==> src/verilog/cbt_cfg.svh <==
// Register map, field positions, reset values and counts for the CAN control and bit timing block
`ifndef CBT_CFG_SVH
`define CBT_CFG_SVH

`define CBT_ADDR_W            8
`define CBT_DATA_W            32

// Register indices; byte address is four times the index
`define CBT_IDX_CONTROL0      3'h0
`define CBT_IDX_MODE_STATUS   3'h1
`define CBT_IDX_BIT_TIMING0   3'h2
`define CBT_IDX_TX_SELECT     3'h3
`define CBT_IDX_TX_VIEW       3'h4
`define CBT_IDX_IRQ_STATUS    3'h5
`define CBT_IDX_IRQ_MASK      3'h6

// Fields of bus_control_0
`define CBT_B_FRAME_RX        7
`define CBT_B_RX_ACTIVE       6
`define CBT_B_STOP_IN_WAIT    5
`define CBT_B_SYNCHRONISED    4
`define CBT_B_TIMER_ENABLE    3
`define CBT_B_WAKEUP_ENABLE   2
`define CBT_B_SLEEP_REQUEST   1
`define CBT_B_INIT_REQUEST    0

// Fields of the mode status register
`define CBT_B_INIT_ACK        0
`define CBT_B_SLEEPING        1

// Fields of bus_bit_timing_0
`define CBT_F_SJW_HI          7
`define CBT_F_SJW_LO          6
`define CBT_F_BRP_HI          5
`define CBT_F_BRP_LO          0

// Interrupt status and mask bits
`define CBT_I_FRAME_RX        0
`define CBT_I_WAKEUP          1
`define CBT_I_STAMP_DONE      2
`define CBT_IRQ_W             3

// Reset values
`define CBT_CONTROL0_RST      8'h01
`define CBT_INIT_REQUEST_RST  1'b1
`define CBT_BIT_TIMING0_RST   8'h00
`define CBT_TX_SELECT_RST     3'h0
`define CBT_IRQ_MASK_RST      3'h0

// Transmit buffers and time stamp placement
`define CBT_TX_BUFFERS        3
`define CBT_STAMP_HI_ADDR     4'he
`define CBT_STAMP_LO_ADDR     4'hf

// Time quanta in one nominal bit, minus one
`define CBT_QUANTA_LAST       4'h9

`endif

==> src/verilog/cbt_pkg.sv <==
// Types shared by the CAN control and bit timing block
package cbt_pkg;

  // Receive front end status as seen by the control register
  typedef struct packed {
    logic frame_valid;
    logic rx_active;
    logic synchronised;
  } cbt_rx_status_type;

  // One byte write of the time stamp into the message buffer
  typedef struct packed {
    logic       write;
    logic [3:0] addr;
    logic [7:0] data;
  } cbt_stamp_wr_type;

  typedef enum logic [2:0] {
    STAMP_IDLE = 3'b001,
    STAMP_HIGH = 3'b010,
    STAMP_LOW  = 3'b100
  } cbt_stamp_state_type;

endpackage

==> src/verilog/cbt_divider.sv <==
// Enable driven divider giving a one cycle tick every last+1 enables
`timescale 1ns/1ns
module cbt_divider #(
  parameter int WIDTH = 6
) (
  input  wire logic             clk_i,
  input  wire logic             srst_i,
  input  wire logic             clear_i,
  input  wire logic             enable_i,
  input  wire logic [WIDTH-1:0] last_i,
  output logic                  tick_o
);

  logic [WIDTH-1:0] count;

  always_ff @(posedge clk_i)
  begin
    if (srst_i || clear_i)
    begin
      count  <= '0;
      tick_o <= 1'b0;
    end
    else
    begin
      tick_o <= 1'b0;
      if (enable_i)
      begin
        if (count >= last_i)
        begin
          count  <= '0;
          tick_o <= 1'b1;
        end
        else
        begin
          count <= count + 1'b1;
        end
      end
    end
  end

endmodule // cbt_divider

==> src/verilog/cbt_stamp_timer.sv <==
// Free running 16-bit time stamp counter clocked by the bit tick
`timescale 1ns/1ns
module cbt_stamp_timer (
  input  wire logic        clk_i,
  input  wire logic        srst_i,
  input  wire logic        enable_i,
  input  wire logic        bit_tick_i,
  output logic      [15:0] count_o
);

  always_ff @(posedge clk_i)
  begin
    if (srst_i || !enable_i)
    begin
      count_o <= 16'h0000; // RULE_10
    end
    else if (bit_tick_i)
    begin
      count_o <= count_o + 16'h0001; // RULE_08
    end
  end

endmodule // cbt_stamp_timer

==> src/verilog/cbt_top.sv <==
// CAN control register, bit timing register and time stamp logic behind an APB slave
//
// How it works
// RULE_01 - In initialisation mode control register reads reset, except wake, init, sleep bits.
// RULE_02 - Control register becomes writable once init request and acknowledge are both zero.
// RULE_03 - Outside init writes land; active and sync read-only; init request always writable.
// RULE_04 - Bit 7 sets on any valid received frame; write one clears; zero ignored. Frames received while LOOPBACK_I is high do not set it.
// RULE_05 - Bit 6 shows receiver front end activity; zero when transmitting or idle.
// RULE_06 - Stop-in-wait set stops interface clocks in wait mode; clear means no effect.
// RULE_07 - Bit 4 reads one only while synchronised to the bus.
// RULE_08 - Timer enable runs a 16-bit counter on the bit rate for time stamps.
// RULE_09 - After end of a valid message stamp goes to buffer bytes 0xE and 0xF.
// RULE_10 - Clearing timer enable zeroes the counter; enable is forced low during init.
// RULE_11 - Wake-up enable lets bus traffic end sleep; otherwise traffic is ignored.
// RULE_12 - Bit timing register always readable, writable only in initialisation mode.
// RULE_13 - Bits 7:6 give resync jump width of one to four quanta.
// RULE_14 - Bits 5:0 give prescaler value field plus one, one to 64.
// RULE_15 - Transmit buffer view readable only when selected buffer is empty; writes ignored.
// RULE_16 - One time quantum tick every P module clock cycles drives bit timing.
//
// The implementer's own choice: the APB slave port.
`timescale 1ns/1ns
`include "cbt_cfg.svh"
module cbt_top (
  input  wire logic                           CLOCK_I,
  input  wire logic                           SRST_I,
  input  wire logic                           PSEL_I,
  input  wire logic                           PENABLE_I,
  input  wire logic                           PWRITE_I,
  input  wire logic [`CBT_ADDR_W-1:0]         PADDR_I,
  input  wire logic [`CBT_DATA_W-1:0]         PWDATA_I,
  output logic      [`CBT_DATA_W-1:0]         PRDATA_O,
  output logic                                PREADY_O,
  output logic                                PSLVERR_O,
  input  wire cbt_pkg::cbt_rx_status_type     RX_STATUS_I,
  input  wire logic                           LOOPBACK_I,
  input  wire logic                           INIT_ACK_I,
  input  wire logic                           SLEEPING_I,
  input  wire logic                           WAIT_MODE_I,
  input  wire logic                           BUS_TRAFFIC_I,
  input  wire logic                           MSG_EOF_I,
  input  wire logic [`CBT_TX_BUFFERS-1:0]     TX_EMPTY_I,
  input  wire logic [7:0]                     TX_VIEW_DATA_I,
  output logic                                INIT_REQUEST_O,
  output logic                                SLEEP_REQUEST_O,
  output logic                                STOP_CLOCKS_O,
  output logic                                WAKEUP_O,
  output logic      [`CBT_TX_BUFFERS-1:0]     TX_BUFFER_SELECT_O,
  output logic                                QUANTUM_TICK_O,
  output logic                                BIT_TICK_O,
  output logic      [2:0]                     RESYNC_JUMP_WIDTH_O,
  output cbt_pkg::cbt_stamp_wr_type           STAMP_WRITE_O,
  output logic                                IRQ_O
);

  // Software held bits of bus_control_0
  logic                        frame_received_flag;
  logic                        stop_in_wait;
  logic                        timer_enable;
  logic                        wakeup_enable;
  logic                        sleep_request;
  logic                        init_request;

  logic [7:0]                  bus_bit_timing_0;
  logic [`CBT_TX_BUFFERS-1:0]  tx_buffer_select;
  logic [`CBT_IRQ_W-1:0]       irq_status;
  logic [`CBT_IRQ_W-1:0]       irq_mask;

  logic                        init_mode;
  logic                        ctl_locked;
  logic                        setup_phase;
  logic                        wr_done;
  logic [2:0]                  reg_index;
  logic                        addr_ok;
  logic                        hit_control0;
  logic                        hit_bit_timing0;
  logic                        hit_tx_select;
  logic                        hit_irq_status;
  logic                        hit_irq_mask;
  logic [7:0]                  wr_byte;
  logic [7:0]                  control0_view;
  logic [7:0]                  next_rdata;
  logic                        next_slverr;
  logic                        tx_view_open;
  logic                        frame_event;
  logic                        wake_event;
  logic                        stamp_done;
  logic [15:0]                 stamp_count;
  logic [15:0]                 stamp_hold;
  logic [5:0]                  quantum_prescaler;
  logic [1:0]                  resync_jump_width;
  cbt_pkg::cbt_stamp_state_type stamp_state;

  assign init_mode         = init_request && INIT_ACK_I;
  // Transitional states also lock the register so no write slips in half way
  assign ctl_locked        = init_request || INIT_ACK_I; // RULE_02
  assign setup_phase       = PSEL_I && !PENABLE_I;
  assign wr_done           = PSEL_I && PENABLE_I && PREADY_O && PWRITE_I;
  assign reg_index         = PADDR_I[4:2];
  assign addr_ok           = (PADDR_I[1:0] == 2'h0) && (PADDR_I[`CBT_ADDR_W-1:5] == '0);
  assign hit_control0      = addr_ok && (reg_index == `CBT_IDX_CONTROL0);
  assign hit_bit_timing0   = addr_ok && (reg_index == `CBT_IDX_BIT_TIMING0);
  assign hit_tx_select     = addr_ok && (reg_index == `CBT_IDX_TX_SELECT);
  assign hit_irq_status    = addr_ok && (reg_index == `CBT_IDX_IRQ_STATUS);
  assign hit_irq_mask      = addr_ok && (reg_index == `CBT_IDX_IRQ_MASK);
  assign wr_byte           = PWDATA_I[7:0];
  assign quantum_prescaler = bus_bit_timing_0[`CBT_F_BRP_HI:`CBT_F_BRP_LO];
  assign resync_jump_width = bus_bit_timing_0[`CBT_F_SJW_HI:`CBT_F_SJW_LO];
  assign tx_view_open      = |(tx_buffer_select & TX_EMPTY_I); // RULE_15
  // Loopback frames are not counted as received traffic
  assign frame_event       = RX_STATUS_I.frame_valid && !LOOPBACK_I; // RULE_04
  assign wake_event        = SLEEPING_I && wakeup_enable && BUS_TRAFFIC_I; // RULE_11

  // Control register as read, bits 7:3 held at reset values while initialising
  always_comb
  begin
    control0_view = 8'h00;
    control0_view[`CBT_B_WAKEUP_ENABLE] = wakeup_enable;
    control0_view[`CBT_B_SLEEP_REQUEST] = sleep_request;
    control0_view[`CBT_B_INIT_REQUEST]  = init_request;
    if (!init_mode)
    begin
      control0_view[`CBT_B_FRAME_RX]     = frame_received_flag;
      control0_view[`CBT_B_RX_ACTIVE]    = RX_STATUS_I.rx_active && !LOOPBACK_I; // RULE_05
      control0_view[`CBT_B_STOP_IN_WAIT] = stop_in_wait;
      control0_view[`CBT_B_SYNCHRONISED] = RX_STATUS_I.synchronised; // RULE_07
      control0_view[`CBT_B_TIMER_ENABLE] = timer_enable;
    end
  end

  // Read data and error answer, chosen in the setup cycle
  always_comb
  begin
    next_rdata  = 8'h00;
    next_slverr = 1'b0;
    if (hit_control0)
    begin
      next_rdata = control0_view;
    end
    else if (addr_ok && (reg_index == `CBT_IDX_MODE_STATUS))
    begin
      next_rdata[`CBT_B_INIT_ACK] = INIT_ACK_I;
      next_rdata[`CBT_B_SLEEPING] = SLEEPING_I;
    end
    else if (hit_bit_timing0)
    begin
      next_rdata = bus_bit_timing_0; // RULE_12
    end
    else if (hit_tx_select)
    begin
      next_rdata = {5'h00, tx_buffer_select};
    end
    else if (addr_ok && (reg_index == `CBT_IDX_TX_VIEW))
    begin
      // Closed view reads zero rather than a stale buffer
      next_rdata = tx_view_open ? TX_VIEW_DATA_I : 8'h00; // RULE_15
    end
    else if (hit_irq_status)
    begin
      next_rdata = {5'h00, irq_status};
    end
    else if (hit_irq_mask)
    begin
      next_rdata = {5'h00, irq_mask};
    end
    else
    begin
      next_slverr = 1'b1;
    end
  end

  // APB answer: no wait state, yet every bus output comes from a flop
  always_ff @(posedge CLOCK_I)
  begin
    if (SRST_I)
    begin
      PREADY_O  <= 1'b0;
      PSLVERR_O <= 1'b0;
      PRDATA_O  <= '0;
    end
    else
    begin
      PREADY_O  <= setup_phase;
      PSLVERR_O <= setup_phase && next_slverr;
      if (setup_phase && !PWRITE_I)
      begin
        PRDATA_O <= {24'h000000, next_rdata};
      end
    end
  end

  // Software controlled bits of bus_control_0
  always_ff @(posedge CLOCK_I)
  begin
    if (SRST_I)
    begin
      init_request  <= `CBT_INIT_REQUEST_RST;
      sleep_request <= 1'b0;
      wakeup_enable <= 1'b0;
      stop_in_wait  <= 1'b0;
      timer_enable  <= 1'b0;
    end
    else
    begin
      if (wr_done && hit_control0)
      begin
        init_request  <= wr_byte[`CBT_B_INIT_REQUEST]; // RULE_03
        sleep_request <= wr_byte[`CBT_B_SLEEP_REQUEST];
        wakeup_enable <= wr_byte[`CBT_B_WAKEUP_ENABLE];
      end
      if (init_mode)
      begin
        stop_in_wait <= 1'b0; // RULE_01
        timer_enable <= 1'b0; // RULE_10
      end
      else if (wr_done && hit_control0 && !ctl_locked)
      begin
        stop_in_wait <= wr_byte[`CBT_B_STOP_IN_WAIT]; // RULE_03
        timer_enable <= wr_byte[`CBT_B_TIMER_ENABLE];
      end
    end
  end

  // Received frame flag: hardware set beats a software clear
  always_ff @(posedge CLOCK_I)
  begin
    if (SRST_I || init_mode)
    begin
      frame_received_flag <= 1'b0; // RULE_01
    end
    else if (frame_event)
    begin
      frame_received_flag <= 1'b1; // RULE_04
    end
    else if (wr_done && hit_control0 && !ctl_locked && wr_byte[`CBT_B_FRAME_RX])
    begin
      frame_received_flag <= 1'b0; // RULE_04
    end
  end

  // Bit timing register, only changed while initialising
  always_ff @(posedge CLOCK_I)
  begin
    if (SRST_I)
    begin
      bus_bit_timing_0 <= `CBT_BIT_TIMING0_RST;
    end
    else if (wr_done && hit_bit_timing0 && init_mode)
    begin
      bus_bit_timing_0 <= wr_byte; // RULE_12
    end
  end

  // Buffer selection and interrupt mask
  always_ff @(posedge CLOCK_I)
  begin
    if (SRST_I)
    begin
      tx_buffer_select <= `CBT_TX_SELECT_RST;
      irq_mask         <= `CBT_IRQ_MASK_RST;
    end
    else
    begin
      if (wr_done && hit_tx_select)
      begin
        tx_buffer_select <= wr_byte[`CBT_TX_BUFFERS-1:0];
      end
      if (wr_done && hit_irq_mask)
      begin
        irq_mask <= wr_byte[`CBT_IRQ_W-1:0];
      end
    end
  end

  // Sticky interrupt status, write one to clear, events win
  always_ff @(posedge CLOCK_I)
  begin
    if (SRST_I)
    begin
      irq_status <= '0;
    end
    else
    begin
      irq_status <= (irq_status
                     & ~((wr_done && hit_irq_status) ? wr_byte[`CBT_IRQ_W-1:0] : '0))
                    | {stamp_done, wake_event, frame_event};
    end
  end

  always_ff @(posedge CLOCK_I)
  begin
    if (SRST_I)
    begin
      IRQ_O <= 1'b0;
    end
    else
    begin
      IRQ_O <= |(irq_status & irq_mask);
    end
  end

  // Mode and power handshakes towards the rest of the controller
  always_ff @(posedge CLOCK_I)
  begin
    if (SRST_I)
    begin
      INIT_REQUEST_O      <= 1'b0;
      SLEEP_REQUEST_O     <= 1'b0;
      STOP_CLOCKS_O       <= 1'b0;
      WAKEUP_O            <= 1'b0;
      TX_BUFFER_SELECT_O  <= '0;
      RESYNC_JUMP_WIDTH_O <= 3'h1;
    end
    else
    begin
      INIT_REQUEST_O      <= init_request;
      SLEEP_REQUEST_O     <= sleep_request;
      // Stops the interface clocks only; the bus side keeps its own
      STOP_CLOCKS_O       <= stop_in_wait && WAIT_MODE_I; // RULE_06
      WAKEUP_O            <= wake_event; // RULE_11
      TX_BUFFER_SELECT_O  <= tx_buffer_select;
      RESYNC_JUMP_WIDTH_O <= {1'b0, resync_jump_width} + 3'h1; // RULE_13
    end
  end

  // Quantum tick every prescaler value plus one cycles
  cbt_divider #(
    .WIDTH (6)
  ) u_quantum_div (
    .clk_i    (CLOCK_I),
    .srst_i   (SRST_I),
    .clear_i  (init_mode),
    .enable_i (1'b1),
    .last_i   (quantum_prescaler), // RULE_14
    .tick_o   (QUANTUM_TICK_O)     // RULE_16
  );

  // Nominal bit built from a fixed count of quanta
  cbt_divider #(
    .WIDTH (4)
  ) u_bit_div (
    .clk_i    (CLOCK_I),
    .srst_i   (SRST_I),
    .clear_i  (init_mode),
    .enable_i (QUANTUM_TICK_O), // RULE_16
    .last_i   (`CBT_QUANTA_LAST),
    .tick_o   (BIT_TICK_O)
  );

  cbt_stamp_timer u_stamp_timer (
    .clk_i      (CLOCK_I),
    .srst_i     (SRST_I),
    .enable_i   (timer_enable), // RULE_10
    .bit_tick_i (BIT_TICK_O),   // RULE_08
    .count_o    (stamp_count)
  );

  // Time stamp store: high byte then low byte into the active buffer
  always_ff @(posedge CLOCK_I)
  begin
    if (SRST_I)
    begin
      stamp_state   <= cbt_pkg::STAMP_IDLE;
      stamp_hold    <= 16'h0000;
      stamp_done    <= 1'b0;
      STAMP_WRITE_O <= '0;
    end
    else
    begin
      stamp_done          <= 1'b0;
      STAMP_WRITE_O.write <= 1'b0;
      case (stamp_state)
        cbt_pkg::STAMP_IDLE:
        begin
          if (MSG_EOF_I && timer_enable)
          begin
            stamp_hold  <= stamp_count; // RULE_09
            stamp_state <= cbt_pkg::STAMP_HIGH;
          end
        end
        cbt_pkg::STAMP_HIGH:
        begin
          STAMP_WRITE_O.write <= 1'b1;
          STAMP_WRITE_O.addr  <= `CBT_STAMP_HI_ADDR; // RULE_09
          STAMP_WRITE_O.data  <= stamp_hold[15:8];
          stamp_state         <= cbt_pkg::STAMP_LOW;
        end
        cbt_pkg::STAMP_LOW:
        begin
          STAMP_WRITE_O.write <= 1'b1;
          STAMP_WRITE_O.addr  <= `CBT_STAMP_LO_ADDR; // RULE_09
          STAMP_WRITE_O.data  <= stamp_hold[7:0];
          stamp_done          <= 1'b1;
          stamp_state         <= cbt_pkg::STAMP_IDLE;
        end
        default:
        begin
          stamp_state <= cbt_pkg::STAMP_IDLE;
        end
      endcase
    end
  end

endmodule // cbt_top

==> config.mk <==
export PLATFORM = sky130hd
export DESIGN_NAME = cbt_top
export DESIGN_NICKNAME = d
export VERILOG_FILES = /design/src/verilog/cbt_pkg.sv /design/src/verilog/cbt_divider.sv /design/src/verilog/cbt_stamp_timer.sv /design/src/verilog/cbt_top.sv
export VERILOG_INCLUDE_DIRS = /design/src /design/src/verilog
export SDC_FILE = /design/constraint.sdc
export NUM_CORES = 1
export LEC_CHECK = 0
export BUFFER_PORTS_ARGS = -buffer_cell sky130_fd_sc_hd__buf_2
export CAP_MARGIN = 40
export CELL_PAD_IN_SITES_DETAIL_PLACEMENT = 0
export CELL_PAD_IN_SITES_GLOBAL_PLACEMENT = 1
export CORE_MARGIN = 10
export CORE_UTILIZATION = 30
export CTS_CLUSTER_SIZE = 40
export DETAILED_ROUTE_END_ITERATION = 8
export HOLD_SLACK_MARGIN = 0.06
export MAX_ROUTING_LAYER = met4
export PLACE_DENSITY = 0.65
export SLEW_MARGIN = 20
export SYNTH_ARGS = -nofsm -noshare
export SYNTH_HDL_FRONTEND = slang
export SYNTH_SLANG_ARGS = --single-unit
==> constraint.sdc <==
create_clock -name CLOCK_I -period 2.75 [get_ports CLOCK_I]
set_input_delay 0.55 -clock CLOCK_I [delete_from_list [all_inputs] [get_ports CLOCK_I]]
set_output_delay 0.55 -clock CLOCK_I [all_outputs]
set_load 0.005 [all_outputs]
==> run summary <==
Normalized max-slew margin: 41.9%
Share of cells above drive strength 1: 19.0%
Initial core utilization: 30.6%
Clk slew on worst S/H paths: 70 ps
#FFs+latches synth: 103
Setup-failing EPs final: 0
Max Fclk: 487 MHz
CP delay by family, top: simple AND/OR/NAND/NOR gates
First-pass GRT wire length: 18.5 mm
Core Footprint: 14600 um2
Post-CTS Resized: 0
Initial drt markers: 159
Fin crit period: 2050 ps
Total GRT Usage: 11.7%
Chip height: 142 um
Nets: 636
Worst-path fanout max: 4
Remaining DRCs: 0
Die area: 20200 um2
Worst-path cell chain: buf_2 -> or4_4 -> nor3_1 -> and4b_1 -> mux2i_1 -> nor2_1
Maximum vdd drop: 0.338 mV
Vias per cell: 4.74
Syn Area/Cell: 9.12 um2
Setup bufs post-CTS: 0
HP Class: input port to register
Largest net degree at the start of global routing: 38
Clock Sinks: 103
Area occupied by multi-input gates: 2120 um2
Row count: 44
Post-synth top flop: dfxtp_1
Area Growth Syn to Fin: 16.5%
Hold bufs inserted after CTS: 0
Antenna violations before repair: 0
Seq/Total Area, Yosys: 46.1%
H-tree levels: 3
CP max stage delay: 570 ps
Final Cycle Share: 74.6%
Buf/Inv on CP: 1
Unrepaired setup endpoints after global routing: false
Max Slew Vio Count: 0
Cell area after synthesis: 4470 um2
CTS tree: yes
Vias in the first global route: 3426
Max cap viols: 0
Post-route ant nets: 0
Latest clock arrival within the worst-skew pair: 350 ps
Crit. End Element: register
GP Congestion: 0.800
Yosys cell types: 51
Critical path class: input port to register
Pwr dens: 580 nW/um2
DR vias: 3540
Routed wire per std cell: 15.7 um
Worst path arrival time: 2280 ps
Post-Route WL: 11.7 mm
Yosys warning count: 0
Critical path's slowest cell: or4_4
Register area: 2060 um2
GR Overflow Total: 0
Startpoint types: input port
Worst-Margin Slew: 865 ps
Final Hold Fails: 0
Number of inserted diodes: 0
Die Wd: 142 um
Post-synth EDFFs: 0
Leakage: 2.15 nW
TritonCTS buffer count: 9
IO buf count: 76
Final Skew: 11.0 ps
Clk root buf: clkbuf_16
Fillers: 1499
Setup TNS: 0 ps
Pre-antenna DRT Iters: 4
Post-DP HPWL: 9.04 mm
Post-Syn Instances: 490
Share of synthesized registers carrying an async set or reset: 0%
CP required: 2980 ps
Total power: 3.02 mW
Status: completed
Max clock buf depth: 2
I/O Pins: 125
final cells by class:
type / instances / area share [%]
multi-input cells: 346 / 40.7
flip-flops and latches: 103 / 39.6
repair buffers: 80 / 7.88
well taps: 184 / 4.42
clock buffers: 9 / 4.32
clock inverters: 6 / 1.78
inverters: 19 / 1.37
sequential cells by signal (all words and copies together) (netlist names), 4 cells and up:
register and flops:
u_bit_div.count 4, PRDATA_O 8, STAMP_WRITE_O 11, bus_bit_timing_0 8, stamp_hold 16, u_quantum_div.count 6
u_stamp_timer.count_o 16
Yosys cell counts, types with 4 or more instances:
library cell	number	area [um2]
a211oi_1	5	37.5
a22o_1	8	70.1
nor3_1	8	40.0
or2_2	4	25.0
nand2b_1	5	31.3
xnor2_1	7	61.3
ha_1	12	150
buf_4	26	195
nor2b_1	13	81.3
and3_1	8	50.1
clkbuf_1	11	41.3
mux2i_1	21	210
a222oi_1	6	60.1
o21ai_0	4	20.0
dfxtp_1	103	2060
nand3_1	12	60.1
inv_1	18	67.6
a221oi_1	5	43.8
xor2_1	13	114
nand4_1	8	50.1
nand2_1	52	195
a21oi_1	29	145
nor2_1	69	259
cell usage in the layout (no fill, tap or decap), types with 6 or more instances in the layout:
cell	n
inv_1	18
nand2_1	52
nand4_1	8
buf_2	76
xor2_1	13
a22o_1	8
xnor2_1	7
and3_1	8
conb_1	24
dfxtp_1	103
nor2b_1	13
nand3_1	12
a222oi_1	6
a21oi_1	29
nor2_1	69
ha_1	12
mux2i_1	21
nor3_1	8
clkbuf_16	9
final timing paths:
check                           start                   to  slack [ps]  depth (start not counted)
setup / recovery           PADDR_I[0]  tx_buffer_select[0]         700                          6
hold / removal            WAIT_MODE_I        STOP_CLOCKS_O         440                          2
setup reg to reg  tx_buffer_select[0]          PRDATA_O[2]         850                          5
hold reg to reg            stamp_done        irq_status[2]         450                          1
logic make-up (layout without fill, tap and decap cells):
kind of cell / after synthesis / after routing / share of synthesized area (%)
DFF: 103 / 103 / 46.1
adders and majority gates: 12 / 12 / 3.36
AOI/OAI and AO/OA: 74 / 74 / 11.4
and+or+nand+nor: 192 / 192 / 20.8
muxes: 24 / 24 / 5.96
xor gates and xnor gates: 20 / 20 / 3.92
other: 1 / 24 / 0.0839
buffers and inverters: 64 / 114 / 8.42
power by group:
group          switching (mW)  internal (mW)
sequential            0.00745           1.50
clock                   0.579          0.801
combinational          0.0820         0.0501
total                   0.669           2.35
stage by stage:
step	utilization [%]	setup WS (ps)	instance area [um2]	hold slack, ps	instances
floorplan	-	648	4560	388	513
global placement	33.5	365	4890	433	732
detailed placement	33.5	352	4890	436	732
CTS	35.7	726	5210	431	747
global route	35.7	653	5210	451	747
finish	35.7	698	5210	440	747
worst register-to-register path, delay by kind of cell (launching register included):
kind / cells / cell delay (ps)
simple gates: 2 / 830
compound gates: 3 / 600
flops: 1 / 390
metal layers:
metal  GRT usage, %  vias to the layer above  wire [um]  share of wire (%)
met5              -                        -          0                  0
met2           18.8                      106       5480                 47
met4           3.39                        0        140                1.2
met3           3.37                       10        757                6.5
li1               -                     1772          -                  -
met1           14.0                     1652       5320                 45
No activity file was read; power rests on OpenSTA's default activity.
